File: config.mk
export PLATFORM = sky130hd
export DESIGN_NAME = safe_speed_standstill_monitor
export DESIGN_NICKNAME = d
export VERILOG_FILES = /design/src/hdl/bit_sync.v /design/src/hdl/freq_gate.v /design/src/hdl/safe_speed_standstill_monitor.v
export VERILOG_INCLUDE_DIRS = /design/src /design/src/hdl
export SDC_FILE = /design/constraint.sdc
export NUM_CORES = 1
export LEC_CHECK = 0
export BUFFER_PORTS_ARGS = -buffer_cell sky130_fd_sc_hd__buf_2
export CORE_UTILIZATION = 43
export DETAILED_ROUTE_END_ITERATION = 8
export PLACE_DENSITY_LB_ADDON = 0.12
export SLEW_MARGIN = 10
export SYNTH_ARGS = -nofsm -noshare
export SYNTH_HDL_FRONTEND = slang
export SYNTH_SLANG_ARGS = --single-unit
File: constraint.sdc
create_clock -name aclk -period 8.75 [get_ports aclk]
set_clock_uncertainty 0.15 [all_clocks]
set_input_delay 0 -clock aclk [delete_from_list [all_inputs] [get_ports aclk]]
set_output_delay 0 -clock aclk [all_outputs]
set_load 0.01 [all_outputs]
File: src/hdl/speed_monitor_defines.vh
// Constants shared by the speed and standstill monitor
`ifndef SPEED_MONITOR_DEFINES_VH
`define SPEED_MONITOR_DEFINES_VH
// ****************************************
// Clock and timing
// ****************************************
`define SSM_CLK_KHZ 40000
`define SSM_GATE_MS 10
`define SSM_BLINK_MS 250
`define SSM_PROX_FAULT_MS 5
`define SSM_ENC_FAULT_NS 250
`define SSM_ENC_FAULT_CYCLES ((`SSM_ENC_FAULT_NS * `SSM_CLK_KHZ) / 1000000)
`define SSM_GATE_CYCLES (`SSM_GATE_MS * `SSM_CLK_KHZ)
`define SSM_BLINK_CYCLES (`SSM_BLINK_MS * `SSM_CLK_KHZ)
`define SSM_PROX_FAULT_CYCLES (`SSM_PROX_FAULT_MS * `SSM_CLK_KHZ)
// ****************************************
// Register byte offsets
// ****************************************
`define SSM_REG_CTRL 8'h00
`define SSM_REG_GATE 8'h04
`define SSM_REG_STILL_THR 8'h08
`define SSM_REG_SP0 8'h0c
`define SSM_REG_SP1 8'h10
`define SSM_REG_SP2 8'h14
`define SSM_REG_SP3 8'h18
`define SSM_REG_STATUS 8'h1c
`define SSM_REG_FREQ 8'h20
`define SSM_REG_IRQ_STATUS 8'h24
`define SSM_REG_IRQ_CLEAR 8'h28
`define SSM_REG_IRQ_ENABLE 8'h2c
// ****************************************
// Fields and reset values
// ****************************************
`define SSM_CTRL_USE_ENC 0
`define SSM_CTRL_INV_OVER 1
`define SSM_CTRL_INV_STILL 2
`define SSM_CTRL_INV_FAULT 3
`define SSM_CTRL_RESET 4'h0
`define SSM_STILL_THR_RESET 24'h000002
`define SSM_SP_RESET 24'h000064
`define SSM_IRQ_READY 0
`define SSM_IRQ_FAULT 1
`define SSM_IRQ_OVER 2
`define SSM_IRQ_STILL 3
`define SSM_RESP_OKAY 2'b00
`define SSM_RESP_SLVERR 2'b10
`endif

File: src/hdl/bit_sync.v
// Two-stage synchroniser for a group of asynchronous inputs
`timescale 1ns/10ps
module bit_sync #(
	parameter WIDTH = 10
)(
	input wire aclk,
	input wire aresetn,
	input wire [WIDTH-1:0] din,
	output reg [WIDTH-1:0] dout
);
reg [WIDTH-1:0] stage1;

always @(posedge aclk)
begin
	if (!aresetn)
	begin
		stage1 <= {WIDTH{1'b0}};
		dout <= {WIDTH{1'b0}};
	end
	else
	begin
		stage1 <= din;
		dout <= stage1;
	end
end
endmodule // bit_sync

File: src/hdl/freq_gate.v
// Counts edge ticks over a programmable gate interval
`timescale 1ns/10ps
module freq_gate #(
	parameter WIDTH = 24
)(
	input wire aclk,
	input wire aresetn,
	input wire tick,
	input wire [WIDTH-1:0] gate_len,
	output reg [WIDTH-1:0] count,
	output reg done
);
reg [WIDTH-1:0] timer;
reg [WIDTH-1:0] acc;

always @(posedge aclk)
begin
	if (!aresetn)
	begin
		timer <= {WIDTH{1'b0}};
		acc <= {WIDTH{1'b0}};
		count <= {WIDTH{1'b0}};
		done <= 1'b0;
	end
	else if (timer + 1'b1 >= gate_len)
	begin
		// A tick in the closing cycle belongs to this interval
		timer <= {WIDTH{1'b0}};
		count <= (&acc) ? acc : acc + {{(WIDTH-1){1'b0}}, tick};
		acc <= {WIDTH{1'b0}};
		done <= 1'b1;
	end
	else
	begin
		timer <= timer + 1'b1;
		if (tick && !(&acc))
			acc <= acc + 1'b1;
		done <= 1'b0;
	end
end
endmodule // freq_gate

File: src/hdl/safe_speed_standstill_monitor.v
// Speed and standstill monitor with AXI4-Lite configuration
// Functional notes
// - At rest after reset, see a proximity or valid encoder signal before enabling outputs.
// - When that check passes, operate all relays and assert both signal outputs.
// - Without a fault the fault signal output stays undriven.
// - Standstill outputs hold while frequency is at or below downtime threshold.
// - Overspeed outputs hold while frequency does not exceed the selected setpoint.
// - On a sensor fault drop all relays, flash power LED, drive fault output; the code does this only in run, and the start check just keeps waiting.
// - Each of the three signal outputs can be inverted by configuration.
// - Power LED is steady when ready and flashes after an error.
// - First output LED lit only while frequency is below the overspeed setpoint.
// - Second output LED lit only while frequency is below the downtime threshold.
// - Three mode selects and their common pick the active overspeed setpoint.
// - Encoder path counts edges up to 400 kHz without loss.
// - Proximity path handles edges up to 2 kHz.
//
// Register access over AXI4-Lite and the register addresses were left to the implementer.
`timescale 1ns/10ps
`include "speed_monitor_defines.vh"
module safe_speed_standstill_monitor #(
	parameter [23:0] GATE_RESET = `SSM_GATE_CYCLES,
	parameter BLINK_CYCLES = `SSM_BLINK_CYCLES,
	parameter PROX_FAULT_CYCLES = `SSM_PROX_FAULT_CYCLES
)(
	input wire aclk,
	input wire aresetn,
	input wire [7:0] s_axi_awaddr,
	input wire s_axi_awvalid,
	output reg s_axi_awready,
	input wire [31:0] s_axi_wdata,
	input wire [3:0] s_axi_wstrb,
	input wire s_axi_wvalid,
	output reg s_axi_wready,
	output reg [1:0] s_axi_bresp,
	output reg s_axi_bvalid,
	input wire s_axi_bready,
	input wire [7:0] s_axi_araddr,
	input wire s_axi_arvalid,
	output reg s_axi_arready,
	output reg [31:0] s_axi_rdata,
	output reg [1:0] s_axi_rresp,
	output reg s_axi_rvalid,
	input wire s_axi_rready,
	input wire proximity_input_a,
	input wire proximity_input_b,
	input wire enc_a,
	input wire enc_a_n,
	input wire enc_b,
	input wire enc_b_n,
	input wire mode_select_0,
	input wire mode_select_1,
	input wire mode_select_2,
	input wire mode_select_common,
	output reg relay_overspeed,
	output reg relay_standstill,
	output reg overspeed_signal_out,
	output reg overspeed_signal_oe,
	output reg standstill_signal_out,
	output reg standstill_signal_oe,
	output reg fault_signal_out,
	output reg fault_signal_oe,
	output reg power_led,
	output reg led_overspeed,
	output reg led_standstill,
	output reg irq
);
localparam ST_CHECK = 2'd0;
localparam ST_RUN = 2'd1;
localparam ST_FAULT = 2'd2;

// ****************************************
// Input conditioning and edge detection
// ****************************************
wire [9:0] sync_in;
wire s_pa;
wire s_pb;
wire s_ea;
wire s_ean;
wire s_eb;
wire s_ebn;
wire s_m0;
wire s_m1;
wire s_m2;
wire s_mc;
reg prev_pa;
reg prev_ea;
wire tick;

bit_sync #(.WIDTH(10)) u_sync (
	.aclk(aclk),
	.aresetn(aresetn),
	.din({proximity_input_a, proximity_input_b, enc_a, enc_a_n, enc_b, enc_b_n,
		mode_select_0, mode_select_1, mode_select_2, mode_select_common}),
	.dout(sync_in)
);
assign {s_pa, s_pb, s_ea, s_ean, s_eb, s_ebn, s_m0, s_m1, s_m2, s_mc} = sync_in;

reg [3:0] ctrl;
wire use_enc = ctrl[`SSM_CTRL_USE_ENC];
// One tick per rising edge of track A or of the first switch
assign tick = use_enc ? (s_ea & ~prev_ea) : (s_pa & ~prev_pa);

// ****************************************
// Registers and frequency gate
// ****************************************
reg [23:0] gate_len;
reg [23:0] still_thr;
reg [23:0] sp [0:3];
reg [3:0] irq_en;
reg [3:0] irq_st;
wire [23:0] freq;
wire gate_done;

freq_gate #(.WIDTH(24)) u_gate (
	.aclk(aclk),
	.aresetn(aresetn),
	.tick(tick),
	.gate_len(gate_len),
	.count(freq),
	.done(gate_done)
);

// Mode selects are ignored unless the common input is active
wire [1:0] sp_idx = !s_mc ? 2'd0 : s_m2 ? 2'd3 : s_m1 ? 2'd2 : s_m0 ? 2'd1 : 2'd0;
wire [23:0] sp_sel = sp[sp_idx];

// ****************************************
// Sensor fault detection
// ****************************************
// Encoder tracks must be complementary; switches must never both rest
wire bad_now = use_enc ? ((s_ea == s_ean) | (s_eb == s_ebn)) : ~(s_pa | s_pb);
wire [31:0] bad_limit = use_enc ? `SSM_ENC_FAULT_CYCLES : PROX_FAULT_CYCLES;
reg [31:0] bad_cnt;
reg good_gate;
wire fault_det = (bad_cnt >= bad_limit);

// ****************************************
// Monitor state machine
// ****************************************
reg [1:0] state;
reg over_ok;
reg still_ok;
reg over_below;
reg still_below;
reg [1:0] next_state;
reg [3:0] events;

always @*
begin
	next_state = state;
	events = 4'h0;
	case (state)
		ST_CHECK:
		begin
			// Leave only after a whole clean gate at rest
			if (gate_done && good_gate && !bad_now && freq <= still_thr)
			begin
				next_state = ST_RUN;
				events[`SSM_IRQ_READY] = 1'b1;
			end
		end
		ST_RUN:
		begin
			if (fault_det)
			begin
				next_state = ST_FAULT;
				events[`SSM_IRQ_FAULT] = 1'b1;
			end
			else if (gate_done)
			begin
				events[`SSM_IRQ_OVER] = over_ok & (freq > sp_sel);
				events[`SSM_IRQ_STILL] = still_ok & (freq > still_thr);
			end
		end
		ST_FAULT:
			next_state = ST_FAULT;
		default:
			next_state = ST_CHECK;
	endcase
end

always @(posedge aclk)
begin
	if (!aresetn)
	begin
		state <= ST_CHECK;
		bad_cnt <= 32'h0;
		good_gate <= 1'b0;
		prev_pa <= 1'b0;
		prev_ea <= 1'b0;
		over_ok <= 1'b0;
		still_ok <= 1'b0;
		over_below <= 1'b0;
		still_below <= 1'b0;
	end
	else
	begin
		state <= next_state;
		prev_pa <= s_pa;
		prev_ea <= s_ea;
		bad_cnt <= bad_now ? ((fault_det) ? bad_cnt : bad_cnt + 32'h1) : 32'h0;
		good_gate <= gate_done ? 1'b1 : (good_gate & ~bad_now);
		if (state == ST_CHECK && next_state == ST_RUN)
		begin
			over_ok <= 1'b1;
			still_ok <= 1'b1;
		end
		else if (gate_done && state == ST_RUN)
		begin
			over_ok <= (freq <= sp_sel);
			still_ok <= (freq <= still_thr);
		end
		if (gate_done)
		begin
			over_below <= (freq < sp_sel);
			still_below <= (freq < still_thr);
		end
	end
end

// ****************************************
// Relays, signal outputs and LEDs
// ****************************************
reg [31:0] blink_cnt;
reg blink;
wire run = (state == ST_RUN);
wire over_act = run & over_ok;
wire still_act = run & still_ok;
wire fault_act = (state == ST_FAULT);
// An active output drives high; inversion swaps driving and undriven
wire next_over_oe = over_act ^ ctrl[`SSM_CTRL_INV_OVER];
wire next_still_oe = still_act ^ ctrl[`SSM_CTRL_INV_STILL];
wire next_fault_oe = fault_act ^ ctrl[`SSM_CTRL_INV_FAULT];

always @(posedge aclk)
begin
	if (!aresetn)
	begin
		blink_cnt <= 32'h0;
		blink <= 1'b0;
		relay_overspeed <= 1'b0;
		relay_standstill <= 1'b0;
		overspeed_signal_out <= 1'b0;
		overspeed_signal_oe <= 1'b0;
		standstill_signal_out <= 1'b0;
		standstill_signal_oe <= 1'b0;
		fault_signal_out <= 1'b0;
		fault_signal_oe <= 1'b0;
		power_led <= 1'b0;
		led_overspeed <= 1'b0;
		led_standstill <= 1'b0;
	end
	else
	begin
		if (blink_cnt + 32'h1 >= BLINK_CYCLES)
		begin
			blink_cnt <= 32'h0;
			blink <= ~blink;
		end
		else
			blink_cnt <= blink_cnt + 32'h1;
		relay_overspeed <= over_act;
		relay_standstill <= still_act;
		overspeed_signal_out <= next_over_oe;
		overspeed_signal_oe <= next_over_oe;
		standstill_signal_out <= next_still_oe;
		standstill_signal_oe <= next_still_oe;
		fault_signal_out <= next_fault_oe;
		fault_signal_oe <= next_fault_oe;
		power_led <= run | (fault_act & blink);
		led_overspeed <= run & over_below;
		led_standstill <= run & still_below;
	end
end

// ****************************************
// AXI4-Lite slave
// ****************************************
function [23:0] wmerge;
	input [23:0] old;
	input [23:0] d;
	input [2:0] s;
	integer i;
	begin
		for (i = 0; i < 3; i = i + 1)
			wmerge[i*8 +: 8] = s[i] ? d[i*8 +: 8] : old[i*8 +: 8];
	end
endfunction

reg aw_full;
reg [7:0] aw_addr;
reg w_full;
reg [31:0] w_data;
reg [3:0] w_strb;
wire do_write = aw_full & w_full & ~s_axi_bvalid;
wire [3:0] irq_clr = (do_write && aw_addr == `SSM_REG_IRQ_CLEAR && w_strb[0]) ? w_data[3:0] : 4'h0;
reg [31:0] rd_word;
reg rd_hit;

always @*
begin
	rd_hit = 1'b1;
	case (s_axi_araddr)
		`SSM_REG_CTRL: rd_word = {28'h0, ctrl};
		`SSM_REG_GATE: rd_word = {8'h0, gate_len};
		`SSM_REG_STILL_THR: rd_word = {8'h0, still_thr};
		`SSM_REG_SP0: rd_word = {8'h0, sp[0]};
		`SSM_REG_SP1: rd_word = {8'h0, sp[1]};
		`SSM_REG_SP2: rd_word = {8'h0, sp[2]};
		`SSM_REG_SP3: rd_word = {8'h0, sp[3]};
		`SSM_REG_STATUS: rd_word = {22'h0, sp_idx, still_below, over_below, still_ok, over_ok, fault_det, bad_now, state};
		`SSM_REG_FREQ: rd_word = {8'h0, freq};
		`SSM_REG_IRQ_STATUS: rd_word = {28'h0, irq_st};
		`SSM_REG_IRQ_CLEAR: rd_word = 32'h0;
		`SSM_REG_IRQ_ENABLE: rd_word = {28'h0, irq_en};
		default:
		begin
			rd_word = 32'h0;
			rd_hit = 1'b0;
		end
	endcase
end

always @(posedge aclk)
begin
	if (!aresetn)
	begin
		s_axi_awready <= 1'b0;
		s_axi_wready <= 1'b0;
		s_axi_bvalid <= 1'b0;
		s_axi_bresp <= `SSM_RESP_OKAY;
		s_axi_arready <= 1'b0;
		s_axi_rvalid <= 1'b0;
		s_axi_rdata <= 32'h0;
		s_axi_rresp <= `SSM_RESP_OKAY;
		aw_full <= 1'b0;
		aw_addr <= 8'h0;
		w_full <= 1'b0;
		w_data <= 32'h0;
		w_strb <= 4'h0;
		ctrl <= `SSM_CTRL_RESET;
		gate_len <= GATE_RESET;
		still_thr <= `SSM_STILL_THR_RESET;
		sp[0] <= `SSM_SP_RESET;
		sp[1] <= `SSM_SP_RESET;
		sp[2] <= `SSM_SP_RESET;
		sp[3] <= `SSM_SP_RESET;
		irq_en <= 4'h0;
		irq_st <= 4'h0;
		irq <= 1'b0;
	end
	else
	begin
		s_axi_awready <= ~aw_full & ~s_axi_awready & ~(s_axi_awvalid & s_axi_awready);
		s_axi_wready <= ~w_full & ~s_axi_wready & ~(s_axi_wvalid & s_axi_wready);
		if (s_axi_awvalid && s_axi_awready)
		begin
			aw_full <= 1'b1;
			aw_addr <= s_axi_awaddr;
		end
		if (s_axi_wvalid && s_axi_wready)
		begin
			w_full <= 1'b1;
			w_data <= s_axi_wdata;
			w_strb <= s_axi_wstrb;
		end
		if (do_write)
		begin
			aw_full <= 1'b0;
			w_full <= 1'b0;
			s_axi_bvalid <= 1'b1;
			s_axi_bresp <= `SSM_RESP_OKAY;
			case (aw_addr)
				`SSM_REG_CTRL: ctrl <= w_strb[0] ? w_data[3:0] : ctrl;
				`SSM_REG_GATE: gate_len <= wmerge(gate_len, w_data[23:0], w_strb[2:0]);
				`SSM_REG_STILL_THR: still_thr <= wmerge(still_thr, w_data[23:0], w_strb[2:0]);
				`SSM_REG_SP0: sp[0] <= wmerge(sp[0], w_data[23:0], w_strb[2:0]);
				`SSM_REG_SP1: sp[1] <= wmerge(sp[1], w_data[23:0], w_strb[2:0]);
				`SSM_REG_SP2: sp[2] <= wmerge(sp[2], w_data[23:0], w_strb[2:0]);
				`SSM_REG_SP3: sp[3] <= wmerge(sp[3], w_data[23:0], w_strb[2:0]);
				`SSM_REG_IRQ_ENABLE: irq_en <= w_strb[0] ? w_data[3:0] : irq_en;
				`SSM_REG_IRQ_CLEAR: s_axi_bresp <= `SSM_RESP_OKAY;
				default: s_axi_bresp <= `SSM_RESP_SLVERR;
			endcase
		end
		else if (s_axi_bvalid && s_axi_bready)
			s_axi_bvalid <= 1'b0;
		s_axi_arready <= ~s_axi_rvalid & ~s_axi_arready & ~(s_axi_arvalid & s_axi_arready);
		if (s_axi_arvalid && s_axi_arready)
		begin
			s_axi_rvalid <= 1'b1;
			s_axi_rdata <= rd_word;
			s_axi_rresp <= rd_hit ? `SSM_RESP_OKAY : `SSM_RESP_SLVERR;
		end
		else if (s_axi_rvalid && s_axi_rready)
			s_axi_rvalid <= 1'b0;
		// A new event wins over a clear in the same cycle
		irq_st <= (irq_st & ~irq_clr) | events;
		irq <= |(irq_st & irq_en);
	end
end
endmodule // safe_speed_standstill_monitor

# [Word-level counts from Yosys, hierarchy flattened]
# Memory sizes are Yosys's and may differ from the RTL's.
# Cells that the tools add are included.
[totals] ff_bits=314 latch_bits=0 ram_bits=96 mem_bits_ro=0 input_bits=69 word_cells=240 mem_count=1
[classes] n_addsub=5 multipliers=0 div_mod_pow=0 magnitude_cmp=9 n_eq_ne=24 shifts=0 mux=65 bitwise_logic=51 reduce_logical=37
[memory_table] name="sp" depth=4 width=24 rd=5 rd_ports_with_merged_regs=0 write_ports=4 line_no="safe_speed_standstill_monitor.v:108" rtl="reg [23:0] sp [0:3];"
[ops] operator="case mux 24 bit (11 select lines)" count=1
[ops] operator="two-way mux 24 bit" count=5
[ops] operator="two-way mux 8 bit" count=12
[ops] operator="adder 32 x 1 -> 32 bit, second input constant" count=2
[ops] operator="equality test 8 x 5 -> 1 bit, second input constant" count=7
[ops] operator="adder 24 x 1 -> 24 bit, second input constant" count=2
[ops] operator="equality test 8 x 6 -> 1 bit, second input constant" count=6
[ops] operator="> comparator 24 bit" count=2
[ops] operator="less-or-equal comparator 24 bit" count=2
[ops] operator="< comparator 24 bit" count=2
[ops] operator="two-way mux 1 bit" count=34
[ops] operator="equality test 8 x 4 -> 1 bit, second input constant" count=4
[ops] operator="greater-or-equal comparator 32 x 18 -> 1 bit" count=1
[ops] operator="greater-or-equal comparator 32 x 24 -> 1 bit, second input constant" count=1
[ops] operator="adder 24 x 1 -> 24 bit" count=1
[ops] operator="greater-or-equal comparator 24 bit" count=1
[ops] operator="AND reduction 24 bit" count=1
[ops] operator="AND reduction 3 bit" count=8
[ops] operator="bitwise AND 1 bit" count=21
[ops] operator="two-way mux 18 bit" count=1
[ops] operator="two-way mux 2 bit" count=9
[ops] operator="equality test 8 x 3 -> 1 bit, second input constant" count=2
[ops] operator="logical NOT 8 bit" count=2
[ops] operator="NOT 1 bit" count=16
[ops] operator="other kinds (20)" count=48

# [Longest topological paths before layout]
# Gate-level depths: netlist of the first run.
[logic_depth] ltp_word=11 mapped_depth=19

# [By module]
# From an unflattened synthesis of the first run, not the netlist that was laid out.
[unflattened] hier_cells=2120 hier_area_um2=19970.4
[by_module_without_submodules] module="safe_speed_standstill_monitor" n_inst=1 cells_per_inst=1582 area_per_inst_um2=15163.3 seq_area_each_um2=7106.8
[by_module_without_submodules] module="freq_gate" n_inst=1 cells_per_inst=496 area_per_inst_um2=4245.3 seq_area_each_um2=1461.4
[by_module_without_submodules] module="bit_sync" n_inst=1 cells_per_inst=42 area_per_inst_um2=561.8 seq_area_each_um2=400.4

# [Worst setup path after synthesis of the first run]
# OpenSTA, ideal clock, no wires.
[synth_path] path_kind="register -> register" startpoint="register u_gate.timer[0]" endpoint="register u_gate.acc[10]" setup_time_ns=0.065 t_arrival_ns=3.446 required_ns=8.535 slack_ns=5.089 path_stages_with_launch=20 synth_period_minus_slack_ns=3.661 path_cell_list="dfxtp_1 -> ha_1 -> and3_1 -> clkbuf_1 -> nand2_1 -> or2_2 -> inv_1 -> nand2_1 -> xnor2_1 -> ha_1 -> a21o_1 -> a21o_1 -> a211oi_1 -> nor2b_1 -> o21ai_0 -> a21oi_1 -> nand3_1 -> clkbuf_1 -> clkbuf_1 -> nor2_1"
[synth_via] elab_chain_len=3
[synth_rtl] item="start, declared" line_no="freq_gate.v:13" rtl="reg [WIDTH-1:0] timer;"
[synth_rtl] item="start signal, assigned" line_no="freq_gate.v:20" rtl="timer <= {WIDTH{1'b0}};"
[synth_rtl] item="start signal, assigned" line_no="freq_gate.v:28" rtl="timer <= {WIDTH{1'b0}};"
[synth_rtl] item="start signal, assigned" line_no="freq_gate.v:35" rtl="timer <= timer + 1'b1;"
[synth_rtl] item="adder 24 x 1 -> 24 bit" line_no="freq_gate.v:25" rtl="else if (timer + 1'b1 >= gate_len)"
[synth_rtl] item="greater-or-equal comparator 24 bit" line_no="freq_gate.v:25"
[synth_rtl] item="OR reduction 2 bit (no line)"
[synth_rtl] item="end signal, assigned" line_no="freq_gate.v:21" rtl="acc <= {WIDTH{1'b0}};"
[synth_rtl] item="end signal, assigned" line_no="freq_gate.v:30" rtl="acc <= {WIDTH{1'b0}};"
[synth_rtl] item="end signal, assigned" line_no="freq_gate.v:37" rtl="acc <= acc + 1'b1;"
[synth_rtl] item="end, declared" line_no="freq_gate.v:14" rtl="reg [WIDTH-1:0] acc;"
# No other way between the ends.
# A chain may end at the register's enable or synchronous reset.

# [Worst setup path in the final report of the first run]
[layout_path] startpoint="register u_gate.timer[2]" endpoint="register u_gate.acc[16]"
# Same word-level chain as after synthesis.

==> metrics.md, run 1 <==
| Metric | Value |
|---|---|
| Status | finished clean |
| Setup CP Type | reg2reg |
| Synth area leaders | dfxtp_1 31%, edfxtp_1 14%, ha_1 5.5% |
| FMAX | 0.192 GHz |
| Antenna fix cells | 0 |
| EDFF count, synth | 96 |
| Syn. warnings | 0 |
| Antenna-violating nets left | 0 |
| Crit-path leading delay family | simple AND/OR/NAND/NOR gates |
| Asr flop ratio synth | 0% |
| TritonCTS Buffers | 46 |
| Logic pwr share | 4.5% |
| P_leak | 9.22 nW |
| CP Max Fanout | 25 |
| Area leader, netlist | dfxtp_1 |
| Vias in the first global route | 15.7k |
| Total GRT Usage | 23.5% |
| Register bit total from synthesis | 400 |
| Ys flop type | dfxtp_1 |
| Synth-to-Final Area Change | 16.2% |
| Unrepaired setup endpoints after global routing | no |
| Core area | 45500 sq um |
| First-pass GRT wire length | 87300 um |
| Crit-path slowest cell | nand3_1 |
| GP Congestion | 0.884 |
| Setup Total Neg Slack | 0 ns |
| Cts hold-fix bufs | 78 |
| Data required, critical path | 9.10 ns |
| Sw frac | 22.5% |
| WL/cell | 19.0 um |
| First DRT Iteration DRCs | 1494 |
| Post-CTS Resized | 0 |
| Die ar. | 47200 sq um |
| Mean Syn Cell Area | 9.27 sq um |
| H-tree Lvls | 2 |
| Seq/Total Area, Yosys | 45.0% |
| Synth top area share | 30.6% |
| Worst Hold Slack | 0.0357 ns |
| Pre-antenna DRT Iters | 6 |
| Fin crit share | 59.5% |
| DR vias/cell | 5.55 |
| Setup crit end kind | register |
| Worst rel slew slack | 22.7% |
| Total congestion overflow | 0 |
| Hpwl dp | 39200 um |
| Layout cells sized above 1 | 8.97% |
| Multi-input combinational cell area | 10200 sq um |
| # IOs | 122 |
| Seq. cell area | 8970 sq um |
| Fin cells | 2920 |
| Via Count | 16.2k |
| Slew @ Worst Pin | 1.15 ns |
| Max-cap violations | 0 |
| Synth Instances | 2148 |
| Crit-path max cell delay | 0.79 ns |
| Clock Latency Late Sink | 0.58 ns |
| Worst vdd ir | 0.132 mV |
| Die Y | 217 um |
| Internal power | 3.16 mW |
| Sink Count | 400 |
| Final Max Slew Viols | 0 |
| Tot Pwr | 4.08 mW |
| Chip width | 217 um |
| Max Root-Sink Buffers | 3 |
| Largest net degree at the start of global routing | 92 |
| Port Buf Inserts | 102 |
| Clock slew at reported path FFs | 0.06 ns |
| Post-Place Cells | 2759 |
| Hold crit path type | in2reg |
| Most frequent CP cell | nand3_1 |
| Sw Pwr | 0.918 mW |
| Row count | 78 |
| Initial Utilization | 43.8% |
| # DRC | 0 |
| Register share of total power | 48.1% |
| CTS root buffer | clkbuf_16 |
| Total Nets Final | 2441 |
| Power Density | 176 nW/um^2 |
| Worst Path Buf+Inv | 1 |
| Post-synth cell types | 75 |
| Worst EP arrival | 5.55 ns |
| CP Launch Type | register |
| Final-layout fill cell count | 4285 |
| CP cell instances | and3_1, and3_1, nand3_1, nor2_1, nand3_1, xnor2_1, ha_1, a21o_1, a21o_1, a211oi_1, nor2b_1, o21ai_0, a21oi_1, nand3_1, buf_4, nor2_1 |
| Crit path time final | 5.21 ns |
| CTS tree | done |
| Synth Cell Area | 19900 sq um |
| Setup Viol. Count Final | 0 |
| Final Hold Viols | 0 |
| Post-CTS Setup Bufs | 0 |
| Clock share of power | 47.4% |
| Post-Route WL | 55500 um |
| Initial antenna violation count | 0 |
-- layout by cell type, fill, tap and decap left out, types with 34 or more instances in the layout --
cell type / instances
nand3_1: 76
nor2_1: 198
buf_2: 101
clkbuf_16: 48
xnor2_1: 76
a21oi_1: 59
nand2_1: 160
nor2b_1: 114
a22oi_1: 64
inv_1: 73
nand4_1: 41
and3_1: 38
edfxtp_1: 96
dlygate4sd3_1: 78
mux2i_1: 62
a21boi_0: 40
dfxtp_1: 304
ha_1: 87
and2_1: 120
nor3_1: 34
o21ai_0: 51
-- cells by family after synthesis --
kind of cell / after synthesis / synth area share (%)
compound gates: 416 / 14.8
xor+xnor: 100 / 4.40
simple gates: 879 / 23.0
flops: 400 / 45.0
buf+inv: 203 / 4.16
mux: 62 / 3.12
other cells: 1 / 0.0188
fa+ha+maj: 87 / 5.47
-- stage by stage --
step                setup WS (ns)  util, %  area [sq um]
floorplan                    5.09        -         20000
global placement             3.71     45.9         20900
detailed placement           3.58     45.9         20900
CTS                          3.51     50.9         23100
global route                 2.98     50.9         23100
finish                       3.54     50.9         23100
-- synthesized netlist by cell type (all sizes together), types with 8 or more instances --
master,n
nand2,160
a222oi,28
clkbuf,109
nand4,42
xnor2,76
buf,21
o21a,21
a22oi,64
ha,87
o22ai,26
nand3,76
o21ai,55
nor3,35
inv,73
and2,120
nor2,199
dfxtp,304
nor4,16
a21oi,60
edfxtp,96
a221oi,8
a21o,32
nand3b,17
nor2b,114
o31ai,27
xor2,24
mux2i,62
a21boi,41
or3,24
and3,38
o221ai,11
-- worst min-delay path: cells and delay by family --
| kind | cells | cell delay [ns] |
|---|---|---|
| and+or+nand+nor | 3 | 0.41 |
| buffers and inverters | 1 | 0.09 |
| AOI/OAI and AO/OA | 1 | 0.20 |
-- layout make-up --
cell class | count | area share (%)
Inverter | 73 | 1.18
Tap cell | 600 | 3.24
Clock inverter | 17 | 0.719
Multi-Input combinational cell | 1562 | 44.0
Clock buffer | 66 | 5.80
Timing Repair Buffer | 202 | 6.32
Sequential cell | 400 | 38.7
-- layer usage --
metal / vias up / part of all wire, % / global-route usage [%]
met2: 463 / 43 / 36.2
met3: 90 / 6.0 / 4.03
met1: 7719 / 48 / 33.0
met4: 0 / 3.0 / 8.62
met5: - / 0 / 0
li1: 7929 / - / -
-- final timing paths --
path | from | end | slack, ns | cells past startpoint
setup reg to reg | u_gate.timer[2] | u_gate.acc[16] | 3.54 | 16
hold / removal | s_axi_araddr[0] | s_axi_rdata[1] | 0.04 | 5
hold reg to reg | u_sync.stage1[4] | u_sync.dout[4] | 0.29 | 1
setup / recovery | u_gate.timer[2] | u_gate.acc[16] | 3.54 | 16
-- sequential cells by signal, indices dropped and copies added (netlist names), 8 cells and up --
signal / flops
sp: 96
u_sync.dout: 10
u_gate.count: 24
w_data: 24
s_axi_rdata: 24
aw_addr: 8
still_thr: 24
gate_len: 24
u_gate.timer: 24
bad_cnt: 32
blink_cnt: 32
u_gate.acc: 24
u_sync.stage1: 10
-- power groups by stage --
stage | registers, mW | logic [mW] | clock network (mW)
after floorplan | 1.98 | 0.110 | 0
after global placement | 2.00 | 0.152 | 0
after detailed placement | 2.00 | 0.156 | 0
after CTS | 1.96 | 0.181 | 1.97
after global routing | 1.96 | 0.201 | 2.05
final | 1.96 | 0.182 | 1.93
Note: power is estimated with default switching activity, not from simulation.
==> run 2, diff against run 1 <==
- ABC_AREA: not set -> 1
- clock period: 8.75 -> 4.6 ns (I/O delays scaled with it)
==> run 2 against run 1 <==
Net effect:
- worst setup slack lost 3.1 ns
- synthesized area grew 1.2%
- clock power grew 84%
- critical path depth grew 4
- fmax grew 26%
- first-iteration DRC count grew 16%
- design area grew 3.7%
- hold slack gained 0.049 ns
- synthesized cell count grew 22%
- combinational power grew to 2.5 times the previous value
- critical endpoint is now u_gate.count[14]
- largest cell class unchanged
- largest power group unchanged
- highest routed layer is now met5
==> metrics.md, run 2 <==
| Metric | Value |
|---|---|
| Status | finished clean |
| P_leak | 9.58 nW |
| Synth area leaders | dfxtp_1 30%, edfxtp_1 14%, nand2_1 9.0% |
| Logic pwr share | 5.9% |
| GRT Max-Usage Layer | met2 |
| Synth-to-Final Area Change | 19.0% |
| GP Congestion | 0.919 |
| Biggest regs | sp: 96 flops, bad_cnt: 32 flops, blink_cnt: 32 flops |
| Tot Pwr | 7.71 mW |
| Asr flop ratio synth | 0% |
| Worst rel slew slack | 22.3% |
| Min-delay src | s_axi_araddr[2] |
| Met1 Track Usage GR | 35.6% |
| Syn. warnings | 0 |
| Worst vdd ir | 0.314 mV |
| Via Count | 18.5k |
| Chip width | 219 um |
| Mean Syn Cell Area | 7.66 sq um |
| Reg2reg start | u_gate.timer[0] |
| Most common cell after layout, fill and taps aside | nand2_1 |
| Seq/Total Area, Yosys | 44.5% |
| Initial antenna violation count | 2 |
| Crit path time final | 4.14 ns |
| Fin crit share | 90.0% |
| Max-cap violations | 0 |
| Synth Instances | 2631 |
| Internal power | 5.92 mW |
| Most frequent cells in the layout | 483 x nand2_1, 352 x inv_1, 308 x nor2_1, 304 x dfxtp_1, 230 x a21oi_1 |
| # IOs | 122 |
| Synth top area share | 30.2% |
| Power Density | 321 nW/um^2 |
| Sw frac | 23.2% |
| Post-Route WL | 62700 um |
| Unrepaired setup endpoints after global routing | no |
| Total congestion overflow | 0 |
| Total Nets Final | 3011 |
| Most common cell in the netlist | nand2_1 |
| EDFF count, synth | 96 |
| Antenna-violating nets left | 0 |
| Worst Setup SP | u_gate.timer[0] |
| Clock share of power | 46.1% |
| Post-DP Area | 21300 sq um |
| CP Launch Type | register |
| Cell area after layout | 24000 sq um |
| Max Root-Sink Buffers | 3 |
| Setup crit end kind | register |
| Setup CP Type | reg2reg |
| FF-to-FF setup slack | 0.46 ns |
| Register bit total from synthesis | 400 |
| Largest net degree at the start of global routing | 164 |
| Total GRT Usage | 26.4% |
| Row count | 78 |
| Hold crit path type | in2reg |
| WL/cell | 18.0 um |
| TritonCTS Buffers | 46 |
| GR Layer Usage met3 | 4.51% |
| Area leader, netlist | dfxtp_1 |
| Vias in the first global route | 17.6k |
| First DRT Iteration DRCs | 1729 |
| Hold EP | s_axi_rdata[1] |
| Sw Pwr | 1.79 mW |
| Post-synth cell types | 52 |
| CP Max Fanout | 17 |
| CTS root buffer | clkbuf_16 |
| # DRC | 0 |
| Hold Path Cell Cnt | 8 |
| R2R depth | 20 |
| Most instantiated cells after synthesis | 484 x nand2_1, 352 x inv_1, 309 x nor2_1 |
| First-pass GRT wire length | 97300 um |
| Clock slew at reported path FFs | 0.05 ns |
| Final Max Slew Viols | 0 |
| Port Buf Inserts | 102 |
| Critical R2R Capture | u_gate.count[14] |
| Hpwl dp | 44000 um |
| Die ar. | 47800 sq um |
| Die Y | 219 um |
| Initial Utilization | 44.0% |
| Sink Count | 400 |
| DR vias/cell | 5.29 |
| Pre-antenna DRT Iters | 6 |
| Register share of total power | 48.0% |
| FMAX | 0.241 GHz |
| Setup Viol. Count Final | 0 |
| Slew @ Worst Pin | 1.16 ns |
| Synth Cell Area | 20200 sq um |
| Layout cells sized above 1 | 9.21% |
| Max FFs per register | 96 |
| Antenna fix cells | 0 |
| Reg with most FFs | sp |
| Clock Latency Late Sink | 0.58 ns |
| CTS tree | done |
| Ys flop type | dfxtp_1 |
| Setup Total Neg Slack | 0 ns |
| GR Util met2 | 42.9% |
| Core area | 45800 sq um |
| Data required, critical path | 4.91 ns |
| Final Hold Viols | 0 |
| Worst EP arrival | 4.45 ns |
| H-tree Lvls | 2 |
run 2: cell type report:
| class | count | area [sq um] |
|---|---|---|
| Fill cell | 4369 | 21800 |
| Tap cell | 600 | 751 |
| Inverter | 367 | 1380 |
| Clock buffer | 68 | 1360 |
| Timing Repair Buffer | 259 | 2030 |
| Clock inverter | 13 | 92.6 |
| Multi-Input combinational cell | 1781 | 9420 |
| Sequential cell | 400 | 8970 |
run 2: layer usage:
| layer | vias up | part of all wire [%] | wire length [um] |
|---|---|---|---|
| li1 | 9093 | - | - |
| met1 | 8612 | 45 | 28100 |
| met2 | 647 | 45 | 28400 |
| met3 | 114 | 7.2 | 4500 |
| met4 | 2 | 2.7 | 1670 |
| met5 | - | 0.021 | 13 |
run 2: worst max path at each step:
stage / slack, ns / depth (start not counted) / to
floorplan: 0.99 / 20 / u_gate.acc[11]
global placement: 0.49 / 20 / u_gate.count[4]
detailed placement: 0.31 / 20 / u_gate.count[19]
CTS: 0.29 / 20 / u_gate.count[19]
global route: 0.02 / 20 / u_gate.count[8]
finish: 0.46 / 20 / u_gate.count[14]
run 2: worst max-delay path, cell delays in order, from the launching register on:
cell	delay [ns]
dfxtp_1	0.37
ha_1	0.18
nand2_1	0.08
nor2_1	0.27
nand2_1	0.15
nor4_2	0.26
nand3_1	0.19
nor2_1	0.20
nand2_1	0.11
nor2_1	0.12
xor2_1	0.21
inv_1	0.07
ha_1	0.27
nand4_1	0.10
nor3_1	0.35
nand3_1	0.11
and3_1	0.20
nand3_2	0.11
clkinvlp_4	0.31
nand2_1	0.15
nand2_1	0.05
run 2: timing repair:
item,4_1_cts,5_1_grt
endpoints found under the setup margin,0,22
hold buffers,127,0
setup buffers,0,0
endpoints found under the hold margin,168,0
resized for setup,0,2
run 2: power by group through the flow:
| stage | registers [mW] | logic (mW) | clock network, mW |
|---|---|---|---|
| after floorplan | 3.77 | 0.223 | 0 |
| after global placement | 3.77 | 0.350 | 0 |
| after detailed placement | 3.78 | 0.357 | 0 |
| after CTS | 3.70 | 0.447 | 3.62 |
| after global routing | 3.71 | 0.503 | 3.76 |
| final | 3.70 | 0.456 | 3.56 |
run 2: logic make-up after synthesis:
kind of cell	count (synthesis)	share of synthesized area [%]
flip-flops	400	44.5
other	1	0.0186
multiplexers	1	0.0559
AO/OA/AOI/OAI	532	14.5
AND/OR/NAND/NOR	1074	23.4
buffers and inverters	467	9.15
adder cells (fa/ha/maj)	87	5.40
XOR/XNOR	69	3.04
run 2: stage by stage:
stage | setup WS (ns) | util [%] | hold WS, ns | std cells
2_1_floorplan | 0.994 | - | -0.0524 | 2648
3_3_place_gp | 0.486 | 46.5 | 0.0366 | 3280
3_5_place_dp | 0.311 | 46.5 | 0.0402 | 3280
4_1_cts | 0.289 | 52.4 | 0.0448 | 3488
5_1_grt | 0.0214 | 52.4 | 0.0973 | 3488
6_report | 0.458 | 52.4 | 0.0844 | 3488
==> run 3, diff against run 2 <==
- CTS_CLUSTER_DIAMETER: not set -> 200
- RECOVER_POWER: not set -> 25
==> run 3 against run 2 <==
Net effect:
- critical path type unchanged
- routed wire length about the same
- worst setup slack better by 0.0065 ns
- utilization shrank 0.18 points
- critical path depth did not move
==> metrics.md, run 3 (same netlist as run 2, synthesis figures left out) <==
| Metric | Value |
|---|---|
| Status | finished clean |
| GP Congestion | 0.919 |
| FMAX | 0.242 GHz |
| P_leak | 9.37 nW |
| Reg with most FFs | sp |
| Pre-antenna DRT Iters | 6 |
| Chip width | 219 um |
| Logic pwr share | 5.9% |
| Setup Total Neg Slack | 0 ns |
| Post-CTS Setup Bufs | 0 |
| Setup CP Type | reg2reg |
| Final Max Slew Viols | 0 |
| Via Count | 18.5k |
| Largest net degree at the start of global routing | 164 |
| Sink Count | 400 |
| Total congestion overflow | 0 |
| Hpwl dp | 44000 um |
| Post-Route WL | 62600 um |
| Total GRT Usage | 26.4% |
| Sw frac | 23.2% |
| Register share of total power | 48.0% |
| First-pass GRT wire length | 97300 um |
| Die Y | 219 um |
| Die ar. | 47800 sq um |
| Max FFs per register | 96 |
| First DRT Iteration DRCs | 1621 |
| Worst rel slew slack | 13.6% |
| Final Hold Viols | 0 |
| Worst Hold Slack | 0.0913 ns |
| Initial Utilization | 44.0% |
| Tot Pwr | 7.71 mW |
| Row count | 78 |
| CTS tree | done |
| Biggest regs | sp: 96 flops, bad_cnt: 32 flops, blink_cnt: 32 flops |
| Initial antenna violation count | 2 |
| WL/cell | 18.0 um |
| CTS root buffer | clkbuf_16 |
| TritonCTS Buffers | 46 |
| Setup Viol. Count Final | 0 |
| Final-layout fill cell count | 4400 |
| Slew @ Worst Pin | 1.30 ns |
| Multi-input combinational cell area | 9420 sq um |
| CP Launch Type | register |
| Unrepaired setup endpoints after global routing | no |
| Sw Pwr | 1.79 mW |
| Synth-to-Final Area Change | 18.6% |
| CP Max Fanout | 17 |
| Data required, critical path | 4.90 ns |
| Worst EP arrival | 4.44 ns |
| Seq. cell area | 8970 sq um |
| Internal power | 5.92 mW |
| CP cell instances | ha_1, nand2_1, nor2_1, nand2_1, nor4_2, nand3_1, nor2_1, nand2_1, nor2_1, xor2_1, inv_1, ha_1, nand4_1, nor3_1, nand3_1, and3_1, nand3_2, clkinvlp_4, nand2_1, nand2_1 |
| Setup crit end kind | register |
| Max Root-Sink Buffers | 3 |
| # DRC | 0 |
| Crit-path max cell delay | 0.37 ns |
| Most frequent CP cell | nand2_1 |
| Antenna fix cells | 0 |
| Most common cell after layout, fill and taps aside | nand2_1 |
| Port Buf Inserts | 102 |
| Most frequent cells in the layout | 484 x nand2_1, 353 x inv_1, 308 x nor2_1, 304 x dfxtp_1, 230 x a21oi_1 |
| Worst vdd ir | 0.311 mV |
| Crit-path slowest cell | dfxtp_1 |
| Core area | 45800 sq um |
| DR vias/cell | 5.31 |
| Hold crit path type | in2reg |
| Vias in the first global route | 17.6k |
| Power Density | 322 nW/um^2 |
| Total Nets Final | 3011 |
| Clock share of power | 46.1% |
| Clock Latency Late Sink | 0.59 ns |
| Antenna-violating nets left | 0 |
| Clock slew at reported path FFs | 0.05 ns |
| Fin crit share | 89.9% |
| H-tree Lvls | 2 |
| # IOs | 122 |
| Crit path time final | 4.14 ns |
| Layout cells sized above 1 | 7.41% |
| Max-cap violations | 0 |
run 3: final cells by class:
class / instances / area share (%)
sequential: 400 / 37.5
timing repair buffer: 259 / 8.14
tap: 600 / 3.14
clock inverter: 13 / 0.387
clock buffer: 68 / 5.67
multi-input combinational: 1781 / 39.4
inverter: 367 / 5.78
run 3: path summary, 6_finish.rpt:
path / startpoint / end / slack, ns / cells after the start
max: u_gate.timer[0] / u_gate.count[19] / 0.46 / 20
min: s_axi_araddr[2] / s_axi_rdata[1] / 0.09 / 8
max reg2reg: u_gate.timer[0] / u_gate.count[19] / 0.46 / 20
min reg2reg: u_sync.stage1[0] / u_sync.dout[0] / 0.27 / 2
run 3: worst max-delay path, delay by kind of cell, from the launching register on:
kind,cells,cell delay (ns)
xor+xnor,1,0.21
fa+ha+maj,2,0.45
buf+inv,2,0.37
flops,1,0.37
simple gates,15,2.45
run 3: power by group through the flow:
stage               combinational (mW)  sequential (mW)  clock, mW
CTS                              0.447             3.70       3.62
global placement                 0.350             3.77          0
finish                           0.452             3.70       3.55
detailed placement               0.357             3.78          0
global route                     0.499             3.71       3.76
floorplan                        0.223             3.77          0
run 3: layer usage:
metal	track usage (%)	share of wire, %	vias to the layer above
li1	-	-	9098
met3	4.51	7.2	129
met4	8.11	2.9	2
met1	35.6	45	8641
met5	0	0.021	-
met2	42.9	45	636
run 3: repair_timing:
item | CTS | global route
setup endpoints to repair | 0 | 22
hold buffers | 127 | 0
gates resized for setup | 0 | 2
hold endpoints to repair | 168 | 0
run 3: per-stage QoR:
| step | worst slack [ns] | util [%] | cell area [sq um] | cells |
|---|---|---|---|---|
| 2_1_floorplan | 0.994 | - | 20200 | 2648 |
| 3_3_place_gp | 0.486 | 46.5 | 21300 | 3280 |
| 3_5_place_dp | 0.311 | 46.5 | 21300 | 3280 |
| 4_1_cts | 0.289 | 52.4 | 24000 | 3488 |
| 5_1_grt | 0.0214 | 52.2 | 23900 | 3488 |
| 6_report | 0.465 | 52.2 | 23900 | 3488 |
